$ cat config.mk
export PLATFORM = sky130hd
export DESIGN_NAME = samabc_top
export DESIGN_NICKNAME = d
export VERILOG_FILES = /design/src/samabc_pkg.sv /design/src/samabc_top.sv
export SDC_FILE = /design/constraint.sdc
export NUM_CORES = 1
export LEC_CHECK = 0
export BUFFER_PORTS_ARGS = -buffer_cell sky130_fd_sc_hd__buf_2
export CORE_UTILIZATION = 45
export CTS_BUF_LIST = sky130_fd_sc_hd__clkbuf_4 sky130_fd_sc_hd__clkbuf_8 sky130_fd_sc_hd__clkbuf_16
export DETAILED_ROUTE_END_ITERATION = 7
export PLACE_DENSITY = 0.84
export SLEW_MARGIN = 30
export SYNTH_ARGS = -nofsm -noshare
export SYNTH_HDL_FRONTEND = slang
export SYNTH_SLANG_ARGS = --single-unit
$ cat constraint.sdc
create_clock -name aclk -period 3 [get_ports aclk]
set_clock_uncertainty 0.05 [all_clocks]
set_input_delay 0.75 -clock aclk [delete_from_list [all_inputs] [get_ports aclk]]
set_output_delay 0.75 -clock aclk [all_outputs]
set_load 0.005 [all_outputs]
$ cat src/samabc_pkg.sv
// constants, types and register map for the address map and boot config block
package samabc_pkg;
  // ==========================================================
  // address ranges, byte addresses, inclusive bounds
  localparam logic [31:0] CODE_LO = 32'h0000_0000;
  localparam logic [31:0] CODE_HI = 32'h0007_ffff;
  localparam logic [31:0] PROG_HI = 32'h0006_ffff;
  localparam logic [31:0] NVDATA_LO = 32'h0007_0000;
  localparam logic [31:0] NVDATA_HI = 32'h0007_7fff;
  localparam logic [31:0] BOOT_LO = 32'h0007_8000;
  localparam logic [31:0] BOOT_HI = 32'h0007_dfff;
  localparam logic [31:0] INFO_LO = 32'h0007_e000;
  localparam logic [31:0] INFO_USER_HI = 32'h0007_eeff;
  localparam logic [31:0] SRAM_LO = 32'h2000_0000;
  localparam logic [31:0] SRAM_LOW_HI = 32'h2000_5fff;
  localparam logic [31:0] SRAM_HIGH_LO = 32'h2000_6000;
  localparam logic [31:0] SRAM_HI = 32'h2000_67ff;
  localparam logic [31:0] PERIPH_LO = 32'h4000_0000;
  localparam logic [31:0] PERIPH_HI = 32'h4000_ffff;
  localparam logic [31:0] SCS_LO = 32'he000_c000;
  localparam logic [31:0] SCS_HI = 32'he000_ffff;
  // ==========================================================
  // configuration word fields
  localparam int CFG_RESET_BIT = 3;
  localparam int CFG_DEBUG_BIT = 4;
  localparam int CFG_BOOT_BIT = 6;
  localparam int CFG_READ_BIT = 7;
  localparam int CFG_SIG_LSB = 28;
  localparam logic [3:0] CFG_SIG_VALUE = 4'h4;
  // default word: every field at its documented default
  localparam logic [31:0] CFG_DEFAULT = 32'h4fff_0fd5;
  localparam int SEG_PINS = 24;
  // ==========================================================
  // register byte offsets
  localparam logic [3:0] REG_CFG_STATUS = 4'h0;
  localparam logic [3:0] REG_LCD_SEG = 4'h4;
  localparam logic [3:0] REG_ACCESS_STATUS = 4'h8;
  localparam logic [3:0] REG_ALT_ENABLE = 4'hc;
  localparam logic [1:0] RESP_OKAY = 2'h0;
  localparam logic [1:0] RESP_SLVERR = 2'h2;
  // ==========================================================
  // address regions
  typedef enum logic [3:0] {
    RGN_HOLE, RGN_USER_PROG, RGN_USER_DATA, RGN_BOOT, RGN_CFG_INFO,
    RGN_SRAM_LOW, RGN_SRAM_HIGH, RGN_PERIPH, RGN_SCS
  } samabc_region_type;
  // register bus slave state
  typedef enum logic [1:0] {
    BUS_IDLE, BUS_WRESP, BUS_RRESP
  } samabc_bus_type;
  // decoded configuration fields
  typedef struct packed {
    logic valid;
    logic boot_en;
    logic read_en;
    logic debug_en;
    logic reset_en;
  } samabc_cfg_type;
endpackage

$ cat src/samabc_top.sv
// address decoder, boot config decoder, pin ownership and register slave
//
// How it works
// [RL1] 0x0..0x7ffff is the 512KB code storage
// [RL2] 0x20000000..0x200067ff is the 26KB SRAM
// [RL3] 0x40000000..0x4000ffff is peripheral space
// [RL4] 0xe000c000..0xe000ffff is system control space
// [RL5] 0x0..0x6ffff is user program area
// [RL6] 0x70000..0x77fff is user nv data area
// [RL7] 0x78000..0x7dfff is boot program area
// [RL8] 0x7e000..0x7ffff is nv config info area
// [RL9] tools write only 0x7e000..0x7eeff of info area
// [RL10] config bit 3 enables external reset pin
// [RL11] config bit 4 enables debug, default one
// [RL12] config bit 7 zero blocks tool readout
// [RL13] bits 31..28 equal 0100b mark valid word
// [RL14] debug active: debug 1, reset 0, read 1
// [RL15] active debug owns both debug pins exclusively
// [RL16] inactive debug releases both pins to others
// [RL17] highest enabled alternate function wins, GPIO last
// [RL18] 24 bits, one per segment pin, 1 drives LCD
// [RL19] 0x20000000..0x20005fff is low retained bank
// [RL20] 0x20006000..0x200067ff is high retained bank
// [RL21] reserved holes answer error with zero data
// [RL22] bad marker falls back to all default fields
//
// Our own choices: the placing of the registers and the AXI4-Lite interface to the registers.
`timescale 1ns/10ps
module samabc_top
  import samabc_pkg::*;
#(
  parameter int NUM_ALT = 4
) (
  // clock, reset and enable
  input wire logic aclk,
  input wire logic aresetn,
  input wire logic ce,
  // register bus, write address and data
  input wire logic [31:0] s_axi_awaddr,
  input wire logic s_axi_awvalid,
  output logic s_axi_awready,
  input wire logic [31:0] s_axi_wdata,
  input wire logic [3:0] s_axi_wstrb,
  input wire logic s_axi_wvalid,
  output logic s_axi_wready,
  // register bus, write response
  output logic [1:0] s_axi_bresp,
  output logic s_axi_bvalid,
  input wire logic s_axi_bready,
  // register bus, read
  input wire logic [31:0] s_axi_araddr,
  input wire logic s_axi_arvalid,
  output logic s_axi_arready,
  output logic [31:0] s_axi_rdata,
  output logic [1:0] s_axi_rresp,
  output logic s_axi_rvalid,
  input wire logic s_axi_rready,
  // processor or tool access to decode
  input wire logic cpu_req,
  input wire logic [31:0] cpu_addr,
  input wire logic cpu_write,
  input wire logic cpu_from_tool,
  input wire logic [31:0] tgt_rdata,
  // decode answer
  output logic cpu_resp,
  output logic cpu_resp_err,
  output logic [31:0] cpu_rdata,
  output samabc_region_type cpu_region,
  // stored configuration word from nv storage
  input wire logic [31:0] nv_cfg_word,
  input wire logic nv_cfg_load,
  // external manual reset pin, active low
  input wire logic ext_reset_pin_n,
  output logic ext_reset_req,
  // derived configuration
  output logic boot_enable,
  output logic readout_enable,
  output logic debug_active,
  // debug pins and shared pin mux
  output logic debug_clk_pin_owned,
  output logic debug_data_pin_owned,
  input wire logic [NUM_ALT-1:0] alt_req,
  output logic [NUM_ALT-1:0] alt_grant,
  output logic gpio_owned,
  // segment pin selection
  output logic [SEG_PINS-1:0] segment_pin_lcd_enable
);

  // ==========================================================
  // state record
  typedef struct packed {
    samabc_bus_type bus;
    logic aw_got;
    logic w_got;
    logic [3:0] waddr;
    logic [31:0] wdata;
    logic [3:0] wstrb;
    logic [1:0] bresp;
    logic [31:0] rdata;
    logic [1:0] rresp;
    logic [31:0] cfg_word;
    logic [SEG_PINS-1:0] lcd_segment_pin_select;
    logic [NUM_ALT-1:0] alt_enable;
    logic [NUM_ALT-1:0] grant;
    logic gpio;
    logic resp;
    logic resp_err;
    logic [31:0] resp_data;
    samabc_region_type region;
    logic err_seen;
    logic [2:0] pin_sync;
    logic pin_level;
  } samabc_state_type;

  samabc_state_type st; // registered state
  samabc_state_type next_st; // next value
  samabc_cfg_type cfg; // effective configuration
  samabc_region_type rgn; // region of current access
  logic blocked; // access refused
  logic [NUM_ALT-1:0] alt_live; // requested and enabled
  logic [NUM_ALT-1:0] alt_pick; // lowest index set bit
  logic [31:0] rd_word; // register read value
  logic rd_ok; // read address mapped

  // ==========================================================
  // address classifier
  function automatic samabc_region_type classify(logic [31:0] a);
    samabc_region_type r;
    r = RGN_HOLE;
    // [RL1] code storage as four sub-areas
    if (a <= CODE_HI) begin
      // [RL5] user program area
      if (a <= PROG_HI) begin
        r = RGN_USER_PROG;
      // [RL6] user nv data area
      end else if (a >= NVDATA_LO && a <= NVDATA_HI) begin
        r = RGN_USER_DATA;
      // [RL7] boot program area
      end else if (a >= BOOT_LO && a <= BOOT_HI) begin
        r = RGN_BOOT;
      // [RL8] nv config info area
      end else if (a >= INFO_LO) begin
        r = RGN_CFG_INFO;
      end
    // [RL2] sram window split in two banks
    end else if (a >= SRAM_LO && a <= SRAM_HI) begin
      // [RL19] low retained bank
      if (a <= SRAM_LOW_HI) begin
        r = RGN_SRAM_LOW;
      // [RL20] high retained bank
      end else if (a >= SRAM_HIGH_LO) begin
        r = RGN_SRAM_HIGH;
      end
    // [RL3] peripheral space
    end else if (a >= PERIPH_LO && a <= PERIPH_HI) begin
      r = RGN_PERIPH;
    // [RL4] system control space
    end else if (a >= SCS_LO && a <= SCS_HI) begin
      r = RGN_SCS;
    end
    return r;
  endfunction

  // ==========================================================
  // configuration decode
  always_comb begin
    logic [31:0] w;
    w = st.cfg_word;
    // [RL13] marker check
    cfg.valid = (w[CFG_SIG_LSB +: 4] == CFG_SIG_VALUE);
    // [RL22] bad marker means default word
    if (!cfg.valid) begin
      w = CFG_DEFAULT;
    end
    // [RL10] reset pin enable
    cfg.reset_en = w[CFG_RESET_BIT];
    // [RL11] debug enable
    cfg.debug_en = w[CFG_DEBUG_BIT];
    // [RL12] readout permit
    cfg.read_en = w[CFG_READ_BIT];
    cfg.boot_en = w[CFG_BOOT_BIT];
  end

  // ==========================================================
  // access check for the decoder port
  always_comb begin
    rgn = classify(cpu_addr);
    blocked = 1'b0;
    // [RL21] holes reach nothing
    if (rgn == RGN_HOLE) begin
      blocked = 1'b1;
    end
    // [RL9] tool writes confined to user part of info area
    if (cpu_from_tool && cpu_write && rgn == RGN_CFG_INFO &&
        cpu_addr > INFO_USER_HI) begin
      blocked = 1'b1;
    end
    // [RL12] tool readout of user program and user nv data areas refused when protected
    if (cpu_from_tool && !cpu_write && !cfg.read_en &&
        (rgn == RGN_USER_PROG || rgn == RGN_USER_DATA)) begin
      blocked = 1'b1;
    end
  end

  // ==========================================================
  // shared pin priority, index zero ranks highest
  always_comb begin
    alt_live = alt_req & st.alt_enable;
    alt_pick = '0;
    // [RL17] scan from the top, last live function found (lowest index) wins
    for (int i = NUM_ALT - 1; i >= 0; i--) begin
      if (alt_live[i]) begin
        alt_pick = '0;
        alt_pick[i] = 1'b1;
      end
    end
  end

  // ==========================================================
  // register read mux
  always_comb begin
    rd_word = '0;
    rd_ok = 1'b1;
    unique case (s_axi_araddr[3:0])
      REG_CFG_STATUS: begin
        rd_word[0] = cfg.valid;
        rd_word[1] = cfg.reset_en;
        rd_word[2] = cfg.debug_en;
        rd_word[3] = cfg.read_en;
        rd_word[4] = cfg.boot_en;
        rd_word[5] = debug_active;
      end
      REG_LCD_SEG: begin
        rd_word[SEG_PINS-1:0] = st.lcd_segment_pin_select;
      end
      REG_ACCESS_STATUS: begin
        rd_word[3:0] = st.region;
        rd_word[4] = st.err_seen;
      end
      REG_ALT_ENABLE: begin
        rd_word[NUM_ALT-1:0] = st.alt_enable;
      end
      default: begin
        rd_ok = 1'b0;
      end
    endcase
    // only aligned words inside the block are mapped
    if (s_axi_araddr[31:4] != '0) begin
      rd_ok = 1'b0;
      rd_word = '0;
    end
  end

  // ==========================================================
  // next state
  always_comb begin
    logic wr_ok;
    logic [31:0] merged;
    next_st = st;
    wr_ok = 1'b0;
    merged = '0;
    next_st.resp = 1'b0;
    // new stored word replaces the old one
    if (nv_cfg_load) begin
      next_st.cfg_word = nv_cfg_word;
    end
    // decoder answer one cycle after the request
    if (cpu_req) begin
      next_st.resp = 1'b1;
      next_st.resp_err = blocked;
      next_st.region = blocked ? RGN_HOLE : rgn;
      // [RL21] refused access reads zero
      next_st.resp_data = blocked ? '0 : tgt_rdata;
      // sticky until software clears, set wins
      next_st.err_seen = st.err_seen | blocked;
    end
    // reset pin filter: second and third stage agree
    next_st.pin_sync = {st.pin_sync[1:0], ext_reset_pin_n};
    if (st.pin_sync[1] == st.pin_sync[2]) begin
      next_st.pin_level = st.pin_sync[2];
    end
    // shared pin ownership outputs registered
    // [RL15] active debug takes the pins from everyone
    if (debug_active) begin
      next_st.grant = '0;
      next_st.gpio = 1'b0;
    // [RL16] released pins go to functions or GPIO
    end else begin
      next_st.grant = alt_pick;
      // [RL17] GPIO only when nothing else is live
      next_st.gpio = (alt_live == '0);
    end
    // capture write address and data in any order
    if (s_axi_awvalid && s_axi_awready) begin
      next_st.aw_got = 1'b1;
      next_st.waddr = s_axi_awaddr[3:0];
      if (s_axi_awaddr[31:4] != '0) begin
        next_st.waddr = 4'h1;
      end
    end
    if (s_axi_wvalid && s_axi_wready) begin
      next_st.w_got = 1'b1;
      next_st.wdata = s_axi_wdata;
      next_st.wstrb = s_axi_wstrb;
    end
    unique case (st.bus)
      BUS_IDLE: begin
        if (st.aw_got && st.w_got) begin
          next_st.aw_got = 1'b0;
          next_st.w_got = 1'b0;
          next_st.bus = BUS_WRESP;
          for (int b = 0; b < 4; b++) begin
            merged[8*b +: 8] = st.wstrb[b] ?
              st.wdata[8*b +: 8] : 8'h00;
          end
          unique case (st.waddr)
            REG_LCD_SEG: begin
              wr_ok = 1'b1;
              for (int b = 0; b < 3; b++) begin
                if (st.wstrb[b]) begin
                  next_st.lcd_segment_pin_select[8*b +: 8] =
                    merged[8*b +: 8];
                end
              end
            end
            REG_ALT_ENABLE: begin
              wr_ok = 1'b1;
              if (st.wstrb[0]) begin
                next_st.alt_enable = merged[NUM_ALT-1:0];
              end
            end
            REG_ACCESS_STATUS: begin
              wr_ok = 1'b1;
              // write one clears, a blocked access now wins
              if (st.wstrb[0] && merged[4] && !(cpu_req && blocked)) begin
                next_st.err_seen = 1'b0;
              end
            end
            REG_CFG_STATUS: begin
              wr_ok = 1'b1;
            end
            default: begin
              wr_ok = 1'b0;
            end
          endcase
          next_st.bresp = wr_ok ? RESP_OKAY : RESP_SLVERR;
        end else if (s_axi_arvalid) begin
          next_st.bus = BUS_RRESP;
          next_st.rdata = rd_word;
          next_st.rresp = rd_ok ? RESP_OKAY : RESP_SLVERR;
        end
      end
      BUS_WRESP: begin
        if (s_axi_bready) begin
          next_st.bus = BUS_IDLE;
        end
      end
      BUS_RRESP: begin
        if (s_axi_rready) begin
          next_st.bus = BUS_IDLE;
        end
      end
    endcase
  end

  // ==========================================================
  // state register, frozen while ce is low unless aresetn is low
  always_ff @(posedge aclk) begin
    if (!aresetn) begin
      st <= '0;
      st.bus <= BUS_IDLE;
      st.region <= RGN_HOLE;
      st.cfg_word <= CFG_DEFAULT;
      st.pin_sync <= 3'h7;
      st.pin_level <= 1'b1;
    end else if (ce) begin
      st <= next_st;
    end
  end

  // ==========================================================
  // outputs
  // handshakes: idle slave, nothing latched yet
  assign s_axi_awready = !st.aw_got && st.bus == BUS_IDLE && ce;
  assign s_axi_wready = !st.w_got && st.bus == BUS_IDLE && ce;
  assign s_axi_arready = st.bus == BUS_IDLE && !(st.aw_got && st.w_got)
    && ce;
  assign s_axi_bvalid = st.bus == BUS_WRESP;
  assign s_axi_bresp = st.bresp;
  assign s_axi_rvalid = st.bus == BUS_RRESP;
  assign s_axi_rdata = st.rdata;
  assign s_axi_rresp = st.rresp;
  assign cpu_resp = st.resp;
  assign cpu_resp_err = st.resp_err;
  assign cpu_rdata = st.resp_data;
  assign cpu_region = st.region;
  // [RL14] debug needs all three fields right
  assign debug_active = cfg.debug_en && !cfg.reset_en && cfg.read_en;
  // [RL15] both debug pins follow the debug state
  assign debug_clk_pin_owned = debug_active;
  assign debug_data_pin_owned = debug_active;
  assign alt_grant = st.grant;
  assign gpio_owned = st.gpio;
  // [RL10] pin ignored unless enabled
  assign ext_reset_req = cfg.reset_en && !st.pin_level;
  assign boot_enable = cfg.boot_en;
  assign readout_enable = cfg.read_en;
  // [RL18] one bit per segment pin
  assign segment_pin_lcd_enable = st.lcd_segment_pin_select;

endmodule

### After elaboration in Yosys (flattened, before gate mapping)

Cells that the tools add are included.

| storage, ports and cells | value |
|---|---|
| logic and storage cells | 163 |
| bits of input ports | 213 |
| output and inout port bits | 114 |
| register bits after elaboration | 179 |

| operators by class | value |
|---|---|
| order comparisons | 16 |
| reduce and logical (&&, ||, !) cells | 56 |
| mux-type cells | 49 |
| bitwise operators | 3 |
| eq/ne operators | 16 |

Operators with widths:

| cell | count |
|---|---|
| less-or-equal comparator 32 x 19 -> 1 bit (second input constant) | 4 |
| greater-or-equal comparator 32 x 19 -> 1 bit (second input constant) | 3 |
| greater-or-equal comparator 32 x 30 -> 1 bit (second input constant) | 2 |
| less-or-equal comparator 32 x 30 -> 1 bit (second input constant) | 2 |
| nonzero test 28 bit | 2 |
| 2-to-1 mux 4 bit | 10 |
| 2-to-1 mux 39 bit | 1 |
| greater-or-equal comparator 32 x 31 -> 1 bit (second input constant) | 1 |
| greater-or-equal comparator 32 bit (second input constant) | 1 |
| greater-than comparator 32 x 19 -> 1 bit (second input constant) | 1 |
| less-or-equal comparator 32 x 31 -> 1 bit (second input constant) | 1 |
| less-or-equal comparator 32 bit (second input constant) | 1 |
| 2-to-1 mux 32 bit | 1 |
| logical AND 1 bit | 26 |
| 2-to-1 mux 24 bit | 1 |
| AND reduction 5 bit | 4 |
| 2-to-1 mux 18 bit | 1 |
| 2-to-1 mux 3 bit | 6 |
| equality test 4 x 3 -> 1 bit (second input constant) | 4 |
| equality test 4 bit (second input constant) | 4 |
| zero test 4 bit | 4 |
| 2-to-1 mux 2 bit | 8 |
| 2-to-1 mux 8 bit | 2 |
| one-hot mux 4 bit (4 select lines) | 1 |
| 22 further kinds | 49 |

### Longest topological paths before layout

| depth | value |
|---|---|
| word-level depth | 18 |
| depth in mapped cells | 10 |
| mapped depth without buffers | 8 |

### Worst setup path after synthesis

Ideal clock, no wire load.

| path | value |
|---|---|
| kind | input to register |
| start | in cpu_addr[30] |
| end | reg st, in the netlist cpu_rdata[0] |
| setup time | 0.115 ns |
| setup slack | 0.666 ns |
| arrival time | 2.169 ns |
| path buffers | 1 |
| data required time | 2.835 ns |
| cell stages on the path | 7 |
| cells stage by stage | nor3_1 -> a311oi_2 -> a31oi_1 -> o2111ai_2 -> a21oi_4 -> buf_6 -> o21ai_2 |

| on the way | value |
|---|---|
| cells in the longest elaborated chain, start to end | 12 |
| elaborated cells between the ends (all ways) | 43 |
| those cells by class | order compare (16); eq/ne (3); mux (14); reduce/logical (10) |

RTL lines:

| element | line | RTL |
|---|---|---|
| start, declared | samabc_top.sv:60 | `input wire logic [31:0] cpu_addr,` |
| greater-or-equal comparator 32 x 19 -> 1 bit, or another cell as far along | samabc_top.sv:142 | `end else if (a >= INFO_LO) begin` |
| 2-to-1 mux 3 bit, or another cell as far along | samabc_top.sv:142 |  |
| 2-to-1 mux 3 bit / 2-to-1 mux 4 bit (equally long branches) | samabc_top.sv:139, samabc_top.sv:158 |  |
| 2-to-1 mux 3 bit / 2-to-1 mux 4 bit (equally long branches) | samabc_top.sv:136, samabc_top.sv:155 |  |
| 2-to-1 mux 3 bit / 2-to-1 mux 4 bit (equally long branches) | samabc_top.sv:133, samabc_top.sv:146 |  |
| 2-to-1 mux 4 bit | samabc_top.sv:131 | `if (a <= CODE_HI) begin` |
| equality test 4 x 3 -> 1 bit | samabc_top.sv:194 | `if (cpu_from_tool && cpu_write && rgn == RGN_CFG_INFO &&` |
| logical AND 1 bit (2 in a row) | samabc_top.sv:194 |  |
| 2-to-1 mux 1 bit | samabc_top.sv:194 |  |
| 2-to-1 mux 1 bit (*) | samabc_top.sv:199 | `if (cpu_from_tool && !cpu_write && !cfg.read_en &&` |
| 2-to-1 mux 32 bit (*) | samabc_top.sv:273 | `next_st.resp_data = blocked ? '0 : tgt_rdata;` |
| end signal, assigned | samabc_top.sv:377 | `st <= next_st;` |
| end, declared | samabc_top.sv:115 | `samabc_state_type st;` |

Mark *: on every way between the ends. The rest lies on a longest branch, timed or not.
A chain may end at the register's enable or synchronous reset.

### Worst setup path after layout

| path | value |
|---|---|
| start | in cpu_addr[16] |
| end | reg st, in the netlist cpu_rdata[22] |

Same word-level chain as after synthesis.

==> results by group <==
Floorplanning
  • Core area: 14800 um2
  • Die H: 126 um
  • Initial Util: 46.8%
  • Die width: 126 um
  • I/O Pins: 327
  • Rows: 44
  • DIE AREA: 15900 um2

Clocking
  • CTS tree: yes
  • CTS hold repair buffers: 0
  • Setup bufs post-CTS: 0
  • CTS Sinks: 145
  • Resize count post-CTS: 0
  • Clock root buffer: clkbuf_16
  • Clock latency on the worst-skew pair: 0.42 ns
  • Max clock buf depth: 2
  • Reg clk slew, reported paths: 0.06 ns
  • CTS Buf Count: 17
  • CTS H-tree lvls: 4

Global route
  • Largest net degree at the start of global routing: 53
  • Gr ovfl total: 0
  • First-pass GRT wire length: 28200 um
  • GR Util All Layers: 23.0%
  • Vias in the first global route: 5700
  • Antenna violations before repair: 5

Timing
  • Min Hold Slack: 0.396 ns
  • Worst setup margin: 0.388 ns
  • Worst slew margin: 51.3%
  • RSZ-0062 raised after global routing: no
  • # setup viols final: 0
  • Worst slew pin tran: 0.728 ns
  • Hold Fails Final Rpt: 0
  • Final min period: 2.61 ns
  • FMAX: 0.383 GHz
  • Setup_tns: 0 ns
  • Final Slew Violations: 0
  • Period utilisation layout: 87.1%

Final layout
  • Commonest cells after routing, fill and taps aside: 275 x buf_2, 188 x nand2_1, 145 x dfxtp_1, 60 x a21boi_0, 37 x nor2b_1
  • Fill cells: 1316
  • Finished Layout Cells: 1187
  • Final Instance Area: 8390 um2
  • Share of cells above drive strength 1: 37.5%
  • Utilization after layout: 56.9%
  • Commonest non-fill, non-tap cell in the layout: buf_2
  • Area grow syn2layout: 21.4%
  • Nets: 1200

Route
  • WL per Instance: 15.4 um
  • Routed vias: 6057
  • Iteration-0 DRC Markers: 310
  • Final ANT Viol Nets: 0
  • Vias per cell: 5.10
  • Final wirelength: 18200 um
  • Router iterations before antenna repair: 5
  • Remaining DRCs: 0

Hold path
  • Hold Crit Class: reg -> reg
  • Hold path start: cpu_rdata[26]

Yosys
  • Synth Cell Area: 6910 um2
  • Top_reg_cell synth: dfxtp_1
  • EDFF count, synth: 0
  • Seq/Total Area, Yosys: 42.0%
  • Synth Register Bits: 145
  • Mean post-synth cell area: 8.55 um2
  • Cells after Synth: 808
  • Synth cell types: 56
  • Async SR Flop Fraction: 0%
  • Synth Warn #: 0

Placed design
  • IO Port Bufs: 275
  • Pre-CTS WS: -0.00543 ns
  • DP HPWL: 13400 um
  • Placed instance area: 7740 um2
  • GPL Wtd Cong: 0.803
  • Placed Cells incl. Taps: 1149

Worst setup path
  • CP Data Arrival Time: 2.84 ns
  • CP Max Fanout: 17
  • Worst setup EP type: flip-flop
  • CP Launch Type: primary input
  • Required time worst endpoint: 3.23 ns
  • Setup crit start: cpu_addr[16]
  • FF-to-FF Start: st[104]
  • CP Class: in -> reg

Power and ir drop
  • Share of total power in the clock network: 49.0%
  • Pleak: 3.66 nW
  • Net Sw Power: 1.07 mW
  • Int Pwr: 3.55 mW
  • Sequential share of power: 43.0%
  • Comb power frac: 8.0%
  • Total power: 4.63 mW
  • Power Density: 551 nW/um2
  • Maximum VDD drop: 0.395 mV
  • Sw Share: 23.2%

Outcome
  • Status: finished clean

Run
  • Max_cap viols: 0
## logic make-up (layout without fill, tap and decap cells)
kind of cell,count (synthesis),in the layout,synth area share [%]
compound gates,161,161,17.9
flops,145,145,42.0
fa+ha+maj,3,3,0.543
simple gates,331,331,22.6
buf+inv,155,335,14.4
mux,12,12,2.46
other cells,1,16,0.0543
## registers in the layout, indices dropped and copies added, names as in the netlist
| name | cells |
|---|---|
| segment_pin_lcd_enable | 24 |
| gpio_owned | 1 |
| alt_grant | 4 |
| cpu_resp | 1 |
| st | 50 |
| cpu_resp_err | 1 |
| cpu_region | 4 |
| s_axi_rdata | 24 |
| s_axi_bresp | 1 |
| cpu_rdata | 32 |
| s_axi_rresp | 1 |
| next_st | 2 |
## layout make-up
class	instances	area [um2]	share of cell area, %
Clock buffer	18	433	5.16
Inverter	11	41.3	0.492
Sequential cell	145	2900	34.6
Tap cell	184	230	2.74
Clock inverter	14	205	2.45
Timing Repair Buffer	292	1520	18.1
Antenna cell	6	15.0	0.179
Multi-Input combinational cell	517	3050	36.3
## Yosys cell counts, types with 2 or more instances
cell / number / share of area (%)
buf_2: 6 / 0.43
buf_6: 3 / 0.49
inv_1: 11 / 0.60
o21a_1: 2 / 0.22
and3_1: 2 / 0.18
a32oi_1: 2 / 0.25
a21oi_1: 11 / 0.80
a41oi_1: 2 / 0.25
mux4_2: 4 / 1.3
nand4_1: 9 / 0.81
o21ai_0: 11 / 0.80
nor4_1: 17 / 1.5
a22oi_1: 27 / 2.9
mux2i_1: 8 / 1.2
nand3_1: 36 / 2.6
and4_1: 2 / 0.25
nor2_1: 16 / 0.87
nand2_1: 188 / 10
a21bo_2: 2 / 0.29
o21ai_2: 30 / 3.8
nand2b_1: 5 / 0.45
buf_4: 102 / 11
and2_1: 4 / 0.36
clkbuf_1: 31 / 1.7
nor2b_1: 37 / 3.3
dfxtp_1: 145 / 42
ha_1: 3 / 0.54
a21boi_0: 60 / 6.5
o2111ai_1: 2 / 0.25
nor3_1: 4 / 0.29
## path summary, 6_finish.rpt
| path | to | cells after the start | slack, ns |
|---|---|---|---|
| min | cpu_rdata[26] | 2 | 0.40 |
| min reg2reg | cpu_rdata[26] | 2 | 0.40 |
| max | cpu_rdata[22] | 8 | 0.39 |
| max reg2reg | cpu_rdata[22] | 7 | 0.46 |
## critical path, cell delays in order
cell,delay (ns)
buf_2,0.13
nor4_1,0.37
and4_2,0.29
a311oi_1,0.06
a31o_2,0.26
a21oi_4,0.59
buf_12,0.25
o21ai_0,0.13
## metal layers
metal	up-vias	wire, um	GRT usage [%]
met4	0	794	14.4
met2	226	8830	38.6
met1	2768	7520	26.2
met5	-	0	0
met3	52	1080	5.52
li1	3011	-	-
## power groups by stage
stage / clock [mW] / combinational [mW] / sequential [mW]
6_report: 2.27 / 0.370 / 1.99
2_1_floorplan: 0 / 0.201 / 2.02
3_3_place_gp: 0 / 0.365 / 2.03
5_1_grt: 2.39 / 0.410 / 1.99
3_5_place_dp: 0 / 0.370 / 2.03
4_1_cts: 2.31 / 0.373 / 1.99
No activity file was read; power rests on OpenSTA's default activity.
